[src/rtl/uhp_cfg.svh]
// Constants for the UART host pin block
`ifndef UHP_CFG_SVH
`define UHP_CFG_SVH
// Port bases as address bits 9..3
`define UHP_COM1_BASE 7'h7F
`define UHP_COM2_BASE 7'h5F
`define UHP_COM3_BASE 7'h7D
`define UHP_COM4_BASE 7'h5D
`define UHP_LPT2_BASE 7'h4F
// Pin levels seen by the synchroniser while reset is held
`define UHP_PIN_IDLE 19'h54200
// Mode select level for the standard bus mode
`define UHP_MODE_STD 1'b1
// Interrupt line route codes in direct mode
`define UHP_ROUTE_A 2'h0
`define UHP_ROUTE_B 2'h1
`define UHP_ROUTE_C 2'h2
// Reset levels of the modem outputs
`define UHP_RTS_N_RST 1'b1
`define UHP_DTR_N_RST 1'b1
`define UHP_OUT_N_RST 1'b1
`endif

[src/rtl/uhp_pkg.sv]
// Types shared by the UART host pin block
package uhp_pkg;
  // Host pins, in synchroniser bit order
  typedef struct packed {
    logic       rd_n;
    logic       rd_hi;
    logic       wr_n;
    logic       wr_hi;
    logic       as_n;
    logic [2:0] reg_sel;
    logic       cs;
    logic       mode_sel;
    logic [5:0] addr_hi;
    logic [2:0] port_sel;
  } uhp_pins_t;
  // Modem control register image
  typedef struct packed {
    logic [1:0] rsvd;
    logic       irq_osrc;
    logic       loop;
    logic       out2;
    logic       out1;
    logic       rts;
    logic       dtr;
  } uhp_mcr_t;
  // Status from the UART core
  typedef struct packed {
    logic tx_full;
    logic rx_full;
    logic rx_trig;
    logic rx_low;
    logic irq_pend;
  } uhp_core_t;
  // A three-state or open-source pin
  typedef struct packed {
    logic out;
    logic oe;
  } uhp_tri_t;
  // Host access sequencer
  typedef enum logic [1:0] {
    ACC_IDLE,
    ACC_RD,
    ACC_WR
  } uhp_acc_t;
endpackage : uhp_pkg

[src/rtl/uhp_host_pins.sv]
// Host bus pins and modem outputs of a FIFO UART
`timescale 1ns/1ps
`include "uhp_cfg.svh"
module uhp_host_pins (
  // Clock and reset
  input  wire logic              i_sys_clk,
  input  wire logic              i_sys_rst,
  // Host pins
  input  wire uhp_pkg::uhp_pins_t i_pins,
  // Status and control from the UART core
  input  wire uhp_pkg::uhp_mcr_t  i_modem_ctl,
  input  wire logic              i_efr_auto_rts,
  input  wire uhp_pkg::uhp_core_t i_core,
  // Register access towards the core
  output logic                   o_reg_rd,
  output logic                   o_reg_wr,
  output logic [2:0]             o_reg_addr,
  // Host side outputs
  output logic                   o_drive_disable_or_printer2_decode,
  output uhp_pkg::uhp_tri_t      o_main_interrupt_out,
  output uhp_pkg::uhp_tri_t      o_irq_b_or_rx_ready,
  output uhp_pkg::uhp_tri_t      o_irq_c_or_tx_ready,
  output uhp_pkg::uhp_tri_t      o_port_select3_or_user_out2,
  // Modem outputs
  output logic                   o_rts_n,
  output logic                   o_dtr_n,
  output logic                   o_user_out1_n,
  output logic                   o_serial_en
);
  uhp_pkg::uhp_pins_t p_s;
  uhp_pkg::uhp_acc_t  acc_st_ff;
  uhp_pkg::uhp_acc_t  nxt_acc_st;
  logic       cs_lat_ff;
  logic [2:0] rsel_lat_ff;
  logic       rd_ff;
  logic       wr_ff;
  logic [2:0] addr_ff;
  logic       ddis_ff;
  logic       rts_flow_ff;
  logic       rts_n_ff;
  logic       dtr_n_ff;
  logic       op1_n_ff;
  logic       ser_en_ff;
  uhp_pkg::uhp_tri_t irq_a_ff;
  uhp_pkg::uhp_tri_t irq_b_ff;
  uhp_pkg::uhp_tri_t irq_c_ff;
  uhp_pkg::uhp_tri_t op2_ff;
  logic       com_hit;
  logic       lpt2_hit;

  // pins cross into the clock domain
  uhp_sync #(
    .W   ($bits(uhp_pkg::uhp_pins_t)),
    .RST (`UHP_PIN_IDLE)
  ) u_sync (
    .i_sys_clk (i_sys_clk),
    .i_sys_rst (i_sys_rst),
    .i_d       (i_pins),
    .o_q       (p_s)
  );

  // mode pin, pulled up for standard mode
  wire standard_bus_mode = (p_s.mode_sel == `UHP_MODE_STD);
  wire direct_a  = !standard_bus_mode;

  // dual read pin serves as address bit 3
  wire [6:0] pc_addr = {p_s.addr_hi, p_s.rd_hi};

  uhp_decode u_dec (
    .i_addr     (pc_addr),
    .i_aen_n    (p_s.as_n),
    .i_port_sel (p_s.port_sel[1:0]),
    .o_com_hit  (com_hit),
    .o_lpt2_hit (lpt2_hit)
  );

  // either read strobe is enough in standard mode
  wire rd_act = !p_s.rd_n || (standard_bus_mode && p_s.rd_hi);
  wire wr_act = !p_s.wr_n || (standard_bus_mode && p_s.wr_hi);

  // transparent while the strobe is low, held when high
  wire as_open  = standard_bus_mode && !p_s.as_n;
  wire cs_now   = as_open ? p_s.cs : cs_lat_ff;
  wire [2:0] rsel_now = as_open ? p_s.reg_sel : rsel_lat_ff;

  // Selection per mode
  wire sel      = standard_bus_mode ? cs_now : com_hit;
  wire [2:0] reg_addr = standard_bus_mode ? rsel_now : p_s.reg_sel;

  // Address latch; holds across the access
  always_ff @(posedge i_sys_clk or posedge i_sys_rst)
  begin
    if (i_sys_rst)
    begin
      cs_lat_ff   <= 1'b0;
      rsel_lat_ff <= 3'h0;
    end
    else if (as_open)
    begin
      cs_lat_ff   <= p_s.cs;
      rsel_lat_ff <= p_s.reg_sel;
    end
  end

  // read fires at strobe start, write at strobe end
  always_comb
  begin
    nxt_acc_st = acc_st_ff;
    case (acc_st_ff)
      uhp_pkg::ACC_IDLE:
        if (sel && rd_act)
          nxt_acc_st = uhp_pkg::ACC_RD;
        else if (sel && wr_act)
          nxt_acc_st = uhp_pkg::ACC_WR;
      uhp_pkg::ACC_RD:
        if (!rd_act)
          nxt_acc_st = uhp_pkg::ACC_IDLE;
      uhp_pkg::ACC_WR:
        if (!wr_act)
          nxt_acc_st = uhp_pkg::ACC_IDLE;
      default:
        nxt_acc_st = uhp_pkg::ACC_IDLE;
    endcase
  end

  wire nxt_rd = (acc_st_ff == uhp_pkg::ACC_IDLE) &&
                (nxt_acc_st == uhp_pkg::ACC_RD);
  wire nxt_wr = (acc_st_ff == uhp_pkg::ACC_WR) && !wr_act;
  // Capture the address once, at access start
  wire acc_start = (acc_st_ff == uhp_pkg::ACC_IDLE) &&
                   (nxt_acc_st != uhp_pkg::ACC_IDLE);

  // Access sequencer and pulses
  always_ff @(posedge i_sys_clk or posedge i_sys_rst)
  begin
    if (i_sys_rst)
    begin
      acc_st_ff <= uhp_pkg::ACC_IDLE;
      rd_ff     <= 1'b0;
      wr_ff     <= 1'b0;
      addr_ff   <= 3'h0;
    end
    else
    begin
      acc_st_ff <= nxt_acc_st;
      rd_ff     <= nxt_rd;
      wr_ff     <= nxt_wr;
      if (acc_start)
        addr_ff <= reg_addr;
    end
  end

  // low while reading; printer decode in direct mode
  wire nxt_ddis = standard_bus_mode ? !(sel && rd_act) : !lpt2_hit;

  // flow state with hysteresis between two levels
  wire nxt_flow = i_core.rx_trig ? 1'b1 :
                  i_core.rx_low  ? 1'b0 : rts_flow_ff;
  // flow forces high only when enabled
  wire nxt_rts_n = !i_modem_ctl.rts ||
                   (i_efr_auto_rts && rts_flow_ff);

  // Interrupt routing; S3 and S2 pick the line in direct mode
  wire [1:0] route = p_s.port_sel[2:1];
  wire irq   = i_core.irq_pend;
  wire osrc  = i_modem_ctl.irq_osrc;
  // modem bit 3 enables the direct-mode lines
  wire pc_en = i_modem_ctl.out2;
  // open source drives only while asserted
  wire drv   = osrc ? irq : 1'b1;

  // One three-state line in direct mode
  function automatic uhp_pkg::uhp_tri_t pc_line(input logic hit);
    pc_line.out = irq;
    pc_line.oe  = pc_en && hit && drv;
  endfunction : pc_line

  uhp_pkg::uhp_tri_t nxt_a;
  uhp_pkg::uhp_tri_t nxt_b;
  uhp_pkg::uhp_tri_t nxt_c;
  uhp_pkg::uhp_tri_t nxt_op2;

  // ready pins become interrupts in direct mode
  always_comb
  begin
    if (direct_a)
    begin
      nxt_a = pc_line(route == `UHP_ROUTE_A || route == 2'h3);
      nxt_b = pc_line(route == `UHP_ROUTE_B);
      nxt_c = pc_line(route == `UHP_ROUTE_C);
    end
    else
    begin
      nxt_a = '{out: irq, oe: drv};
      nxt_b = '{out: !i_core.rx_full, oe: 1'b1};
      nxt_c = '{out: i_core.tx_full, oe: 1'b1};
    end
  end

  // pin is an input in direct mode
  assign nxt_op2 = '{out: !i_modem_ctl.out2, oe: standard_bus_mode};

  // Interrupt and user pins registered to stop decode glitches
  always_ff @(posedge i_sys_clk or posedge i_sys_rst)
  begin
    if (i_sys_rst)
    begin
      irq_a_ff <= '{out: 1'b0, oe: 1'b0};
      irq_b_ff <= '{out: 1'b0, oe: 1'b0};
      irq_c_ff <= '{out: 1'b0, oe: 1'b0};
      op2_ff   <= '{out: `UHP_OUT_N_RST, oe: 1'b0};
    end
    else
    begin
      irq_a_ff <= nxt_a;
      irq_b_ff <= nxt_b;
      irq_c_ff <= nxt_c;
      op2_ff   <= nxt_op2;
    end
  end

  // modem outputs and serial enable from reset
  always_ff @(posedge i_sys_clk or posedge i_sys_rst)
  begin
    if (i_sys_rst)
    begin
      ddis_ff     <= 1'b1;
      rts_flow_ff <= 1'b0;
      rts_n_ff    <= `UHP_RTS_N_RST;
      dtr_n_ff    <= `UHP_DTR_N_RST;
      op1_n_ff    <= `UHP_OUT_N_RST;
      ser_en_ff   <= 1'b0;
    end
    else
    begin
      ddis_ff     <= nxt_ddis;
      rts_flow_ff <= nxt_flow;
      rts_n_ff    <= nxt_rts_n;
      dtr_n_ff    <= !i_modem_ctl.dtr;
      op1_n_ff    <= !i_modem_ctl.out1;
      ser_en_ff   <= 1'b1;
    end
  end

  // Output wiring
  assign o_reg_rd   = rd_ff;
  assign o_reg_wr   = wr_ff;
  assign o_reg_addr = addr_ff;
  assign o_drive_disable_or_printer2_decode = ddis_ff;
  assign o_main_interrupt_out = irq_a_ff;
  assign o_irq_b_or_rx_ready  = irq_b_ff;
  assign o_irq_c_or_tx_ready  = irq_c_ff;
  assign o_port_select3_or_user_out2 = op2_ff;
  assign o_rts_n       = rts_n_ff;
  assign o_dtr_n       = dtr_n_ff;
  assign o_user_out1_n = op1_n_ff;
  assign o_serial_en   = ser_en_ff;
endmodule : uhp_host_pins

[src/rtl/uhp_sync.sv]
// Two-flop synchroniser for a group of pins
`timescale 1ns/1ps
module uhp_sync #(
  parameter int         W   = 1,
  parameter logic [W-1:0] RST = '0
) (
  // Clock and reset
  input  wire logic         i_sys_clk,
  input  wire logic         i_sys_rst,
  // Pins in, synchronised out
  input  wire logic [W-1:0] i_d,
  output logic      [W-1:0] o_q
);
  logic [W-1:0] meta_ff;
  logic [W-1:0] q_ff;
  // First stage feeds only the second
  always_ff @(posedge i_sys_clk or posedge i_sys_rst)
  begin
    if (i_sys_rst)
    begin
      meta_ff <= RST;
      q_ff    <= RST;
    end
    else
    begin
      meta_ff <= i_d;
      q_ff    <= meta_ff;
    end
  end
  assign o_q = q_ff;
endmodule : uhp_sync

[src/rtl/uhp_decode.sv]
// Serial and printer port address decoder for direct mode
`timescale 1ns/1ps
`include "uhp_cfg.svh"
module uhp_decode (
  // Address bits 9..3 and enable
  input  wire logic [6:0] i_addr,
  input  wire logic       i_aen_n,
  // Port choice
  input  wire logic [1:0] i_port_sel,
  // Decode results
  output logic            o_com_hit,
  output logic            o_lpt2_hit
);
  // Match an eight-byte block base
  function automatic logic is_base(input logic [6:0] a,
                                   input logic [6:0] b);
    is_base = (a == b);
  endfunction : is_base

  wire com1 = is_base(i_addr, `UHP_COM1_BASE);
  wire com2 = is_base(i_addr, `UHP_COM2_BASE);
  wire com3 = is_base(i_addr, `UHP_COM3_BASE);
  wire com4 = is_base(i_addr, `UHP_COM4_BASE);
  wire [3:0] com_vec = {com4, com3, com2, com1};

  assign o_com_hit  = !i_aen_n && com_vec[i_port_sel];
  assign o_lpt2_hit = !i_aen_n && is_base(i_addr, `UHP_LPT2_BASE);
endmodule : uhp_decode

[config.mk]
export PLATFORM = sky130hd
export DESIGN_NAME = uhp_host_pins
export DESIGN_NICKNAME = d
export VERILOG_FILES = /design/src/rtl/uhp_pkg.sv /design/src/rtl/uhp_host_pins.sv /design/src/rtl/uhp_sync.sv /design/src/rtl/uhp_decode.sv
export VERILOG_INCLUDE_DIRS = /design/src /design/src/rtl
export SDC_FILE = /design/constraint.sdc
export NUM_CORES = 1
export LEC_CHECK = 0
export BUFFER_PORTS_ARGS = -buffer_cell sky130_fd_sc_hd__clkbuf_2
export CAP_MARGIN = 30
export CELL_PAD_IN_SITES_DETAIL_PLACEMENT = 0
export CELL_PAD_IN_SITES_GLOBAL_PLACEMENT = 1
export CORE_AREA = 3 3 100 54
export DETAILED_ROUTE_END_ITERATION = 10
export DIE_AREA = 0 0 103 57
export PLACE_DENSITY_LB_ADDON = 0.1
export SLEW_MARGIN = 25
export SYNTH_ARGS = -nofsm -noshare
export SYNTH_HDL_FRONTEND = slang
export SYNTH_SLANG_ARGS = --single-unit
[constraint.sdc]
create_clock -name i_sys_clk -period 4.35 [get_ports i_sys_clk]
set_input_delay 0.87 -clock i_sys_clk [delete_from_list [all_inputs] [get_ports i_sys_clk]]
set_output_delay 0.87 -clock i_sys_clk [all_outputs]
set_load 0.1 [all_outputs]
==> results of run 1 <==
-- worst reg2reg max path, cell delays in order (launching register included) --
cell and delay, ns:
dfstp_2 0.70, o21ai_0 0.14, a311oi_1 0.33, o21ai_2 0.17
mux2_1 0.34
-- layout make-up --
type,instances,area [µm²]
Clock inverter,2,10.0
Multi-Input combinational cell,51,405
Clock buffer,14,153
Fill cell,375,1940
Tap cell,57,71.3
Inverter,10,37.5
Sequential cell,63,1590
Timing Repair Buffer,50,253
-- worst max path at each step --
stage                                                      start                            endpoint  cells after the start
global route                                   o_rts_n$_DFF_PP1_                             o_rts_n                      1
detailed placement                                     i_sys_rst            u_sync.o_q[14]$_DFF_PP1_                      3
global placement                                       i_sys_rst            u_sync.o_q[14]$_DFF_PP1_                      3
finish              o_drive_disable_or_printer2_decode$_DFF_PP1_  o_drive_disable_or_printer2_decode                      1
CTS                 o_drive_disable_or_printer2_decode$_DFF_PP1_  o_drive_disable_or_printer2_decode                      1
floorplan                                              i_sys_rst              acc_st_ff[0]$_DFF_PP0_                      1
-- layout by cell type, fill, tap and decap left out, drive strengths merged, types with 3 or more instances in the layout --
cell,synthesis,routed
clkbuf,0,63
inv,10,10
nand2,8,8
dfstp,13,13
nor2,3,3
mux2,10,10
a21oi,3,3
dfrtp,50,50
o21ai,4,4
-- layer usage --
layer  up-vias  part of all wire (%)  track usage (%)
met4         0                  0.27             3.32
met2        36                    46             17.2
met5         -                     0                0
met3         2                   8.1             8.30
li1        533                     -                -
met1       538                    45             13.0
-- cells by family (layout without fill, tap and decap cells) --
kind of cell	after synthesis	after routing	share of synthesized area (%)
buffers and inverters	11	76	2.08
xor gates and xnor gates	2	2	0.859
muxes	11	11	6.01
DFF	63	63	78.1
adders and majority gates	2	2	1.23
AOI/OAI and AO/OA	15	15	5.03
and+or+nand+nor	20	20	6.56
other	1	1	0.184
-- stage by stage --
step	util, %	power, µW
floorplan	-	862
global placement	52.8	909
detailed placement	52.8	912
CTS	56.5	1330
global route	56.5	1370
finish	56.5	1310
-- state kept, by name (all words and copies together), names as in the netlist, 2 cells and up --
signal and cells:
acc_st_ff 2, o_irq_b_or_rx_ready 2, o_irq_c_or_tx_ready 2, o_main_interrupt_out 2, o_port_select3_or_user_out2 2, o_reg_addr 3, rsel_lat_ff 3, u_sync.meta_ff 19
u_sync.o_q 19
-- cell usage after synthesis --
master     n  area [µm²]
mux2i_1    1        10.0
nand2b_1   1        6.26
a21oi_1    3        15.0
nor4_4     1        21.3
dfrtp_1   50        1250
inv_1     10        37.5
mux2_1     3        33.8
xnor2_1    2        17.5
o21ai_2    1        8.76
nor3_1     1        5.00
a21o_1     1        7.51
nand3b_1   1        7.51
buf_2      1        5.00
a311oi_1   1        8.76
nor2b_1    1        6.26
mux2_2     7        78.8
a21boi_0   1        7.51
a31oi_1    1        6.26
dfstp_2   13         342
o21a_1     1        7.51
nor2_1     3        11.3
and3b_1    1        8.76
o21ai_0    3        15.0
conb_1     1        3.75
or2_2      1        6.26
or4_1      1        7.51
a31o_2     2        17.5
ha_1       2        25.0
a221oi_1   1        8.76
nand4b_4   1        23.8
nand2_1    8        30.0
-- power groups by stage --
| stage | sequential (µW) | combinational [µW] | clock [µW] |
|---|---|---|---|
| after global placement | 669 | 240 | 0 |
| after floorplan | 813 | 48.4 | 0 |
| after detailed placement | 671 | 241 | 0 |
| final | 660 | 239 | 409 |
| after CTS | 661 | 242 | 430 |
| after global routing | 665 | 252 | 455 |
==> summary.md, run 1 <==
| Metric | Value |
|---|---|
| Die area | 5870 µm² |
| Remaining global-route overflow | 0 |
| Port buffer count | 49 |
| Final HPWL DP | 2080 µm |
| Setup TNS | 0 ns |
| Reg clk slew, reported paths | approximately 0.06 ns |
| Hold buffers post-CTS | 0 |
| Worst setup EP type | output port |
| Syn nets | roughly 160 |
| Hold path startpoint | u_sync.meta_ff[5]$_DFF_PP0_ |
| Combinational power share | a little under a fifth |
| ANT nets after route | 0 |
| Vias in the first global route | between 1000 and 1500 |
| Sw Share | between 30 and 40% |
| Slew @ Worst Pin | approximately 0.65 ns |
| Worst Path Buf+Inv | 1 |
| Fin. Hold Viols | 0 |
| Reg-to-reg startpoint | u_sync.o_q[9]$_DFF_PP1_ |
| Hold Path Class | register to register |
| Synth cell types | 31 |
| Root Driver | clkbuf_8 |
| VDD IR max | around 0.29 mV |
| Delay-heaviest family, CP | flip-flops |
| CTS tree | built |
| Initial antenna violation count | 0 |
| Routed WL per cell | 11.8 µm |
| Reg2reg end | o_reg_addr[1]$_DFFE_PP0P_ |
| Ys Warns | 0 |
| Final Max Tran Viols | 0 |
| Final setup violation count | 0 |
| Syn avg cell area | roughly 16 µm² |
| Cell count after placement | roughly 230 |
| Flops & latches, synth | 63 |
| Final Cycle Share | around half |
| Total core area | between 4000 and 5000 µm² |
| Lkg Pwr | ~0.0012 µW |
| DRT iter0 DRCs | 17 |
| DR pass1 iterations | 4 |
| Worst Hold Depth | 0 |
| Post-Place Setup Slack | roughly 2.4 ns |
| Routability cong. | between 0.7 and 0.8 |
| Io pins | 53 |
| Worst Hold End | u_sync.o_q[5]$_DFF_PP0_ |
| RSZ-0062 raised after global routing | false |
| Die Ht | 57 µm |
| Post-CTS setup buffers | 0 |
| Critical path required time | roughly 3.5 ns |
| H-tree levels | 3 |
| Initial Util | between 40% and 50% |
| DRC violations left | 0 |
| Power per cell area | slightly above 500 nW/µm² |
| Floorplan row count | 17 |
| Part of the power in the clock network | 31.3% |
| Seq pwr share | approximately 50% |
| TritonCTS Buffers | 9 |
| Post-CTS Resized | 0 |
| Final worst path period need | approximately 2.2 ns |
| Pin count of the biggest net entering global routing | 35 |
| Antenna cells | 0 |
| WS Path Type | register to output port |
| CTS Sinks | 63 |
| Crit-path cells | clkbuf_2 |
| Worst Path Arrival | roughly 1.3 ns |
| Clk_skew | between 0.008 and 0.009 ns |
| DP Area | 2360 µm² |
| Layout area overhead | 23.6% |
| Cell area after synthesis | 2040 µm² |
| Vias | about 1100 |
| Reg2reg setup slack | around 2.6 ns |
| Crit Path Max Fanout | 1 |
| # Max-Cap Violations | 0 |
| GRT Total Usage | a little under an eighth |
| Worst setup slack after layout | between 2 and 2.5 ns |
| Global-route wire length before repair | 4850 µm |
| Hold Worst Slack | ~0.34 ns |
| Via density | roughly 4.5 |
| Crit-path max cell delay | 0.52 ns |
| Power Internal | approximately 910 µW |
| Final cell count without fillers | 247 |
| Maximum clock path buffer count | 2 |
| Maximum clock rate | 0.462 GHz |
| Final wirelength | 2930 µm |
| Design area | approximately 2500 µm² |
| Reg2reg path depth | 4 |
| Layout cells sized above 1 | 46.8% |
| Status | complete, no violations |
| CP Launch Type | register |
| Synth Instances | ~130 |
| Chip width | just over 100 µm |
| Seq/Total Area, Yosys | approximately four fifths |
| Critical-path top delay cell | dfstp_2 |
| Psw | approximately 400 µW |
| Max transition margin | between 50% and 60% |
| Clk Latency, worst-skew pair | 0.33 ns |
| Fin nets | between 200 and 250 |
(Power assumes the default switching activity.)
==> run 2: changes to the inputs <==
--- a/config.mk
+++ b/config.mk
@@ -6,13 +6,14 @@
 export SDC_FILE = /design/constraint.sdc
 export NUM_CORES = 1
 export LEC_CHECK = 0
+export ABC_AREA = 1
 export BUFFER_PORTS_ARGS = -buffer_cell sky130_fd_sc_hd__clkbuf_2
 export CAP_MARGIN = 30
 export CELL_PAD_IN_SITES_DETAIL_PLACEMENT = 0
 export CELL_PAD_IN_SITES_GLOBAL_PLACEMENT = 1
-export CORE_AREA = 3 3 100 54
+export CORE_AREA = 3 3 111 60
 export DETAILED_ROUTE_END_ITERATION = 10
-export DIE_AREA = 0 0 103 57
+export DIE_AREA = 0 0 114 63
 export PLACE_DENSITY_LB_ADDON = 0.1
 export SLEW_MARGIN = 25
 export SYNTH_ARGS = -nofsm -noshare
==> constraint.sdc (replaced) <==
create_clock -name i_sys_clk -period 1.76 [get_ports i_sys_clk]
set_input_delay 0.352 -clock i_sys_clk [delete_from_list [all_inputs] [get_ports i_sys_clk]]
set_output_delay 0.352 -clock i_sys_clk [all_outputs]
set_load 0.1 [all_outputs]
==> summary.md, run 2 <==
| Metric | Value |
|---|---|
| Floorplan row count | 20 (+3) |
| Port buffer count | 49 (unchanged) |
| Slew @ Worst Pin | 0.544 ns (-0.106 ns) |
| Commonest non-fill, non-tap cell in the layout | dfrtp_1 |
| CP Launch Type | register |
| Crit-path cells | clkbuf_2 |
| Synth top cells by count | 50 x dfrtp_1, 29 x nand2_1, 23 x inv_1 |
| Critical path depth | 1 (unchanged) |
| Reg2reg setup slack | 0.34 ns (-2.22 ns) |
| Syn nets | 191 (+18%) |
| Flops & latches, synth | 63 (unchanged) |
| Root Driver | clkbuf_16 |
| GRT Total Usage | 11.1% (-0.28 points) |
| Clk_skew | 0.00890 ns (+0.000594 ns) |
| Crit Path Max Fanout | 1 (unchanged) |
| Reg2reg end | o_reg_addr[2]$_DFFE_PP0P_ |
| Cell area after synthesis | 2030 µm² (-0.49%) |
| Yosys top cell area share | 61.6% (+0.30 points) |
| Final wirelength | 3370 µm (+15%) |
| Setup TNS | 0 ns (unchanged) |
| Lkg Pwr | 0.00135 µW (+9.7%) |
| Hold buffers post-CTS | 0 (unchanged) |
| Total core area | 5860 µm² (+31%) |
| Crit-path max cell delay | 0.52 ns (about the same) |
| VDD IR max | 0.530 mV (+80%) |
| Critical-path top delay cell | dfstp_2 |
| ANT nets after route | 0 (unchanged) |
| Reg2reg path depth | 7 (+3) |
| Post-CTS Resized | 0 (unchanged) |
| Via density | 4.05 (-9.8%) |
| Die area | 7180 µm² (+22%) |
| Reg clk slew, reported paths | 0.05 ns (about the same) |
| Layout area overhead | 32.3% |
| Worst Path Buf+Inv | 1 (unchanged) |
| Seq/Total Area, Yosys | 78.4% (+0.38 points) |
| Power per cell area | 1430 nW/µm² (+180%) |
| Maximum clock rate | 0.612 GHz |
| DRT iter0 DRCs | 45 (+28) |
| Clk Latency, worst-skew pair | 0.32 ns (about the same) |
| Maximum clock path buffer count | 2 (unchanged) |
| Initial antenna violation count | 0 (unchanged) |
| Synth Instances | 154 (+23%) |
| Fin nets | 254 (+14%) |
| Post-CTS setup buffers | 0 (unchanged) |
| Die Ht | 63 µm (+11%) |
| Synth area leader | dfrtp_1 |
| Status | complete, no violations |
| Filler cells | 564 (+50%) |
| Vias | 1211 (+9.2%) |
| DR pass1 iterations | 4 (unchanged) |
| Area of the multi-input gates | 348 µm² (-14%) |
| Delay-heaviest family, CP | flip-flops |
| Remaining global-route overflow | 0 (unchanged) |
| Most frequent cells in the layout | 50 x dfrtp_1, 49 x clkbuf_2, 29 x nand2_1, 22 x inv_1, 13 x dfstp_2 |
| WS Path Type | register to output port |
| Hold Worst Slack | 0.0900 ns (-0.251 ns) |
| CTS tree | built |
| Most frequent cell after synthesis | dfrtp_1 |
| Final Cycle Share | roughly 93% |
| Worst Path Arrival | 1.28 ns (about the same) |
| Pin count of the biggest net entering global routing | 38 (+8.6%) |
| Global-route wire length before repair | 5900 µm (+22%) |
| TritonCTS Buffers | 9 (unchanged) |
| Final Max Tran Viols | 0 (unchanged) |
| Routed WL per cell | 11.3 µm (-4.9%) |
| Predominant post-synthesis flop cell | dfrtp_1 |
| Vias in the first global route | 1258 (+10%) |
| Worst setup EP type | output port |
| Max transition margin | 63.9% (+7.3 points) |
| RSZ-0062 raised after global routing | false |
| CTS Sinks | 63 (unchanged) |
| Ys Warns | 0 (unchanged) |
| Routability cong. | 0.804 (+15%) |
| DRC violations left | 0 (unchanged) |
| Io pins | 53 (unchanged) |
| Initial Util | 34.7% (-11 points) |
| Final HPWL DP | 2450 µm (+17%) |
| H-tree levels | 3 (unchanged) |
| Post-synth ARST share | 100% (unchanged) |
| # Max-Cap Violations | 0 (unchanged) |
| Reg-to-reg startpoint | u_sync.o_q[9]$_DFF_PP1_ |
| Synth cell types | 22 (-29%) |
| Critical path required time | 1.41 ns (-2.07 ns) |
| Layout cells sized above 1 | 38.3% (-8.6 points) |
| Chip width | 114 µm (+11%) |
| Sequential Area | 1590 µm² (unchanged) |
| Top cells by area, synth | dfrtp_1 62%, dfstp_2 17%, nand2_1 5.4% |
| Final setup violation count | 0 (unchanged) |
| Post-synth EDFFs | 0 (unchanged) |
| Final worst path period need | around 1.6 ns |
| Fin. Hold Viols | 0 (unchanged) |
| Syn avg cell area | 13.2 µm² (-19%) |
| Hold Path Class | input pin to async pin |
| Antenna cells | 0 (unchanged) |
==> run 2: cell types whose count changed in the layout (fill, tap and decap cells not counted), sizes merged, moves of 3 or more <==
cell   before  now
buf         1    4
inv        10   22
mux2       10    0
nand2       8   32
nor2        3    6
o21ai       4   12
==> run 2: cell type report <==
cell class | instances | area share [%]
Clock buffer | 12 | 8.80
Clock inverter | 4 | 1.77
Inverter | 23 | 3.35
Multi-Input combinational cell | 67 | 12.9
Sequential cell | 63 | 59.3
Tap cell | 77 | 3.59
Timing Repair Buffer | 53 | 10.2
==> run 2: metrics by stage <==
step / setup WS, ns / instances / total power, µW / utilization [%] / cell area [µm²]
2_1_floorplan: 0.416 / 154 / 2090 / - / 2030
3_5_place_dp: 0.341 / 283 / 2220 / 41.0 / 2400
3_3_place_gp: 0.330 / 283 / 2210 / 41.0 / 2400
5_1_grt: 0.0838 / 299 / 4010 / 45.9 / 2690
6_report: 0.125 / 299 / 3840 / 45.9 / 2690
4_1_cts: 0.106 / 299 / 3890 / 45.9 / 2690
==> run 2: kinds of logic after synthesis <==
group                    count (synthesis)  synth area share, %
AND/OR/NAND/NOR                         44                 9.06
buffers and inverters                   24                 4.44
adder cells (fa/ha/maj)                  2                 1.23
AO/OA/AOI/OAI                           20                 6.65
other                                    1                0.185
flip-flops                              63                 78.4
==> run 2: worst max path at each step <==
stage / from / endpoint
floorplan: u_sync.o_q[9]$_DFF_PP1_ / o_reg_addr[0]$_DFFE_PP0P_
global placement: u_sync.o_q[9]$_DFF_PP1_ / o_reg_addr[2]$_DFFE_PP0P_
detailed placement: u_sync.o_q[9]$_DFF_PP1_ / o_reg_addr[2]$_DFFE_PP0P_
CTS: o_dtr_n$_DFF_PP1_ / o_dtr_n
global route: o_dtr_n$_DFF_PP1_ / o_dtr_n
finish: o_user_out1_n$_DFF_PP1_ / o_user_out1_n
==> run 2: per-layer routing <==
| layer | global-route usage, % | vias to the layer above | wire [µm] |
|---|---|---|---|
| met5 | 0 | - | 0 |
| met4 | 5.33 | 0 | 69 |
| met3 | 7.16 | 7 | 300 |
| met2 | 14.6 | 41 | 1390 |
| met1 | 14.2 | 561 | 1620 |
| li1 | - | 602 | - |
==> run 2: power by group <==
part	leakage, µW	switching (µW)	internal [µW]	total (µW)
clock	0.000137	559	1090	1650
combinational	0.000481	469	105	573
sequential	0.000730	43.3	1570	1610
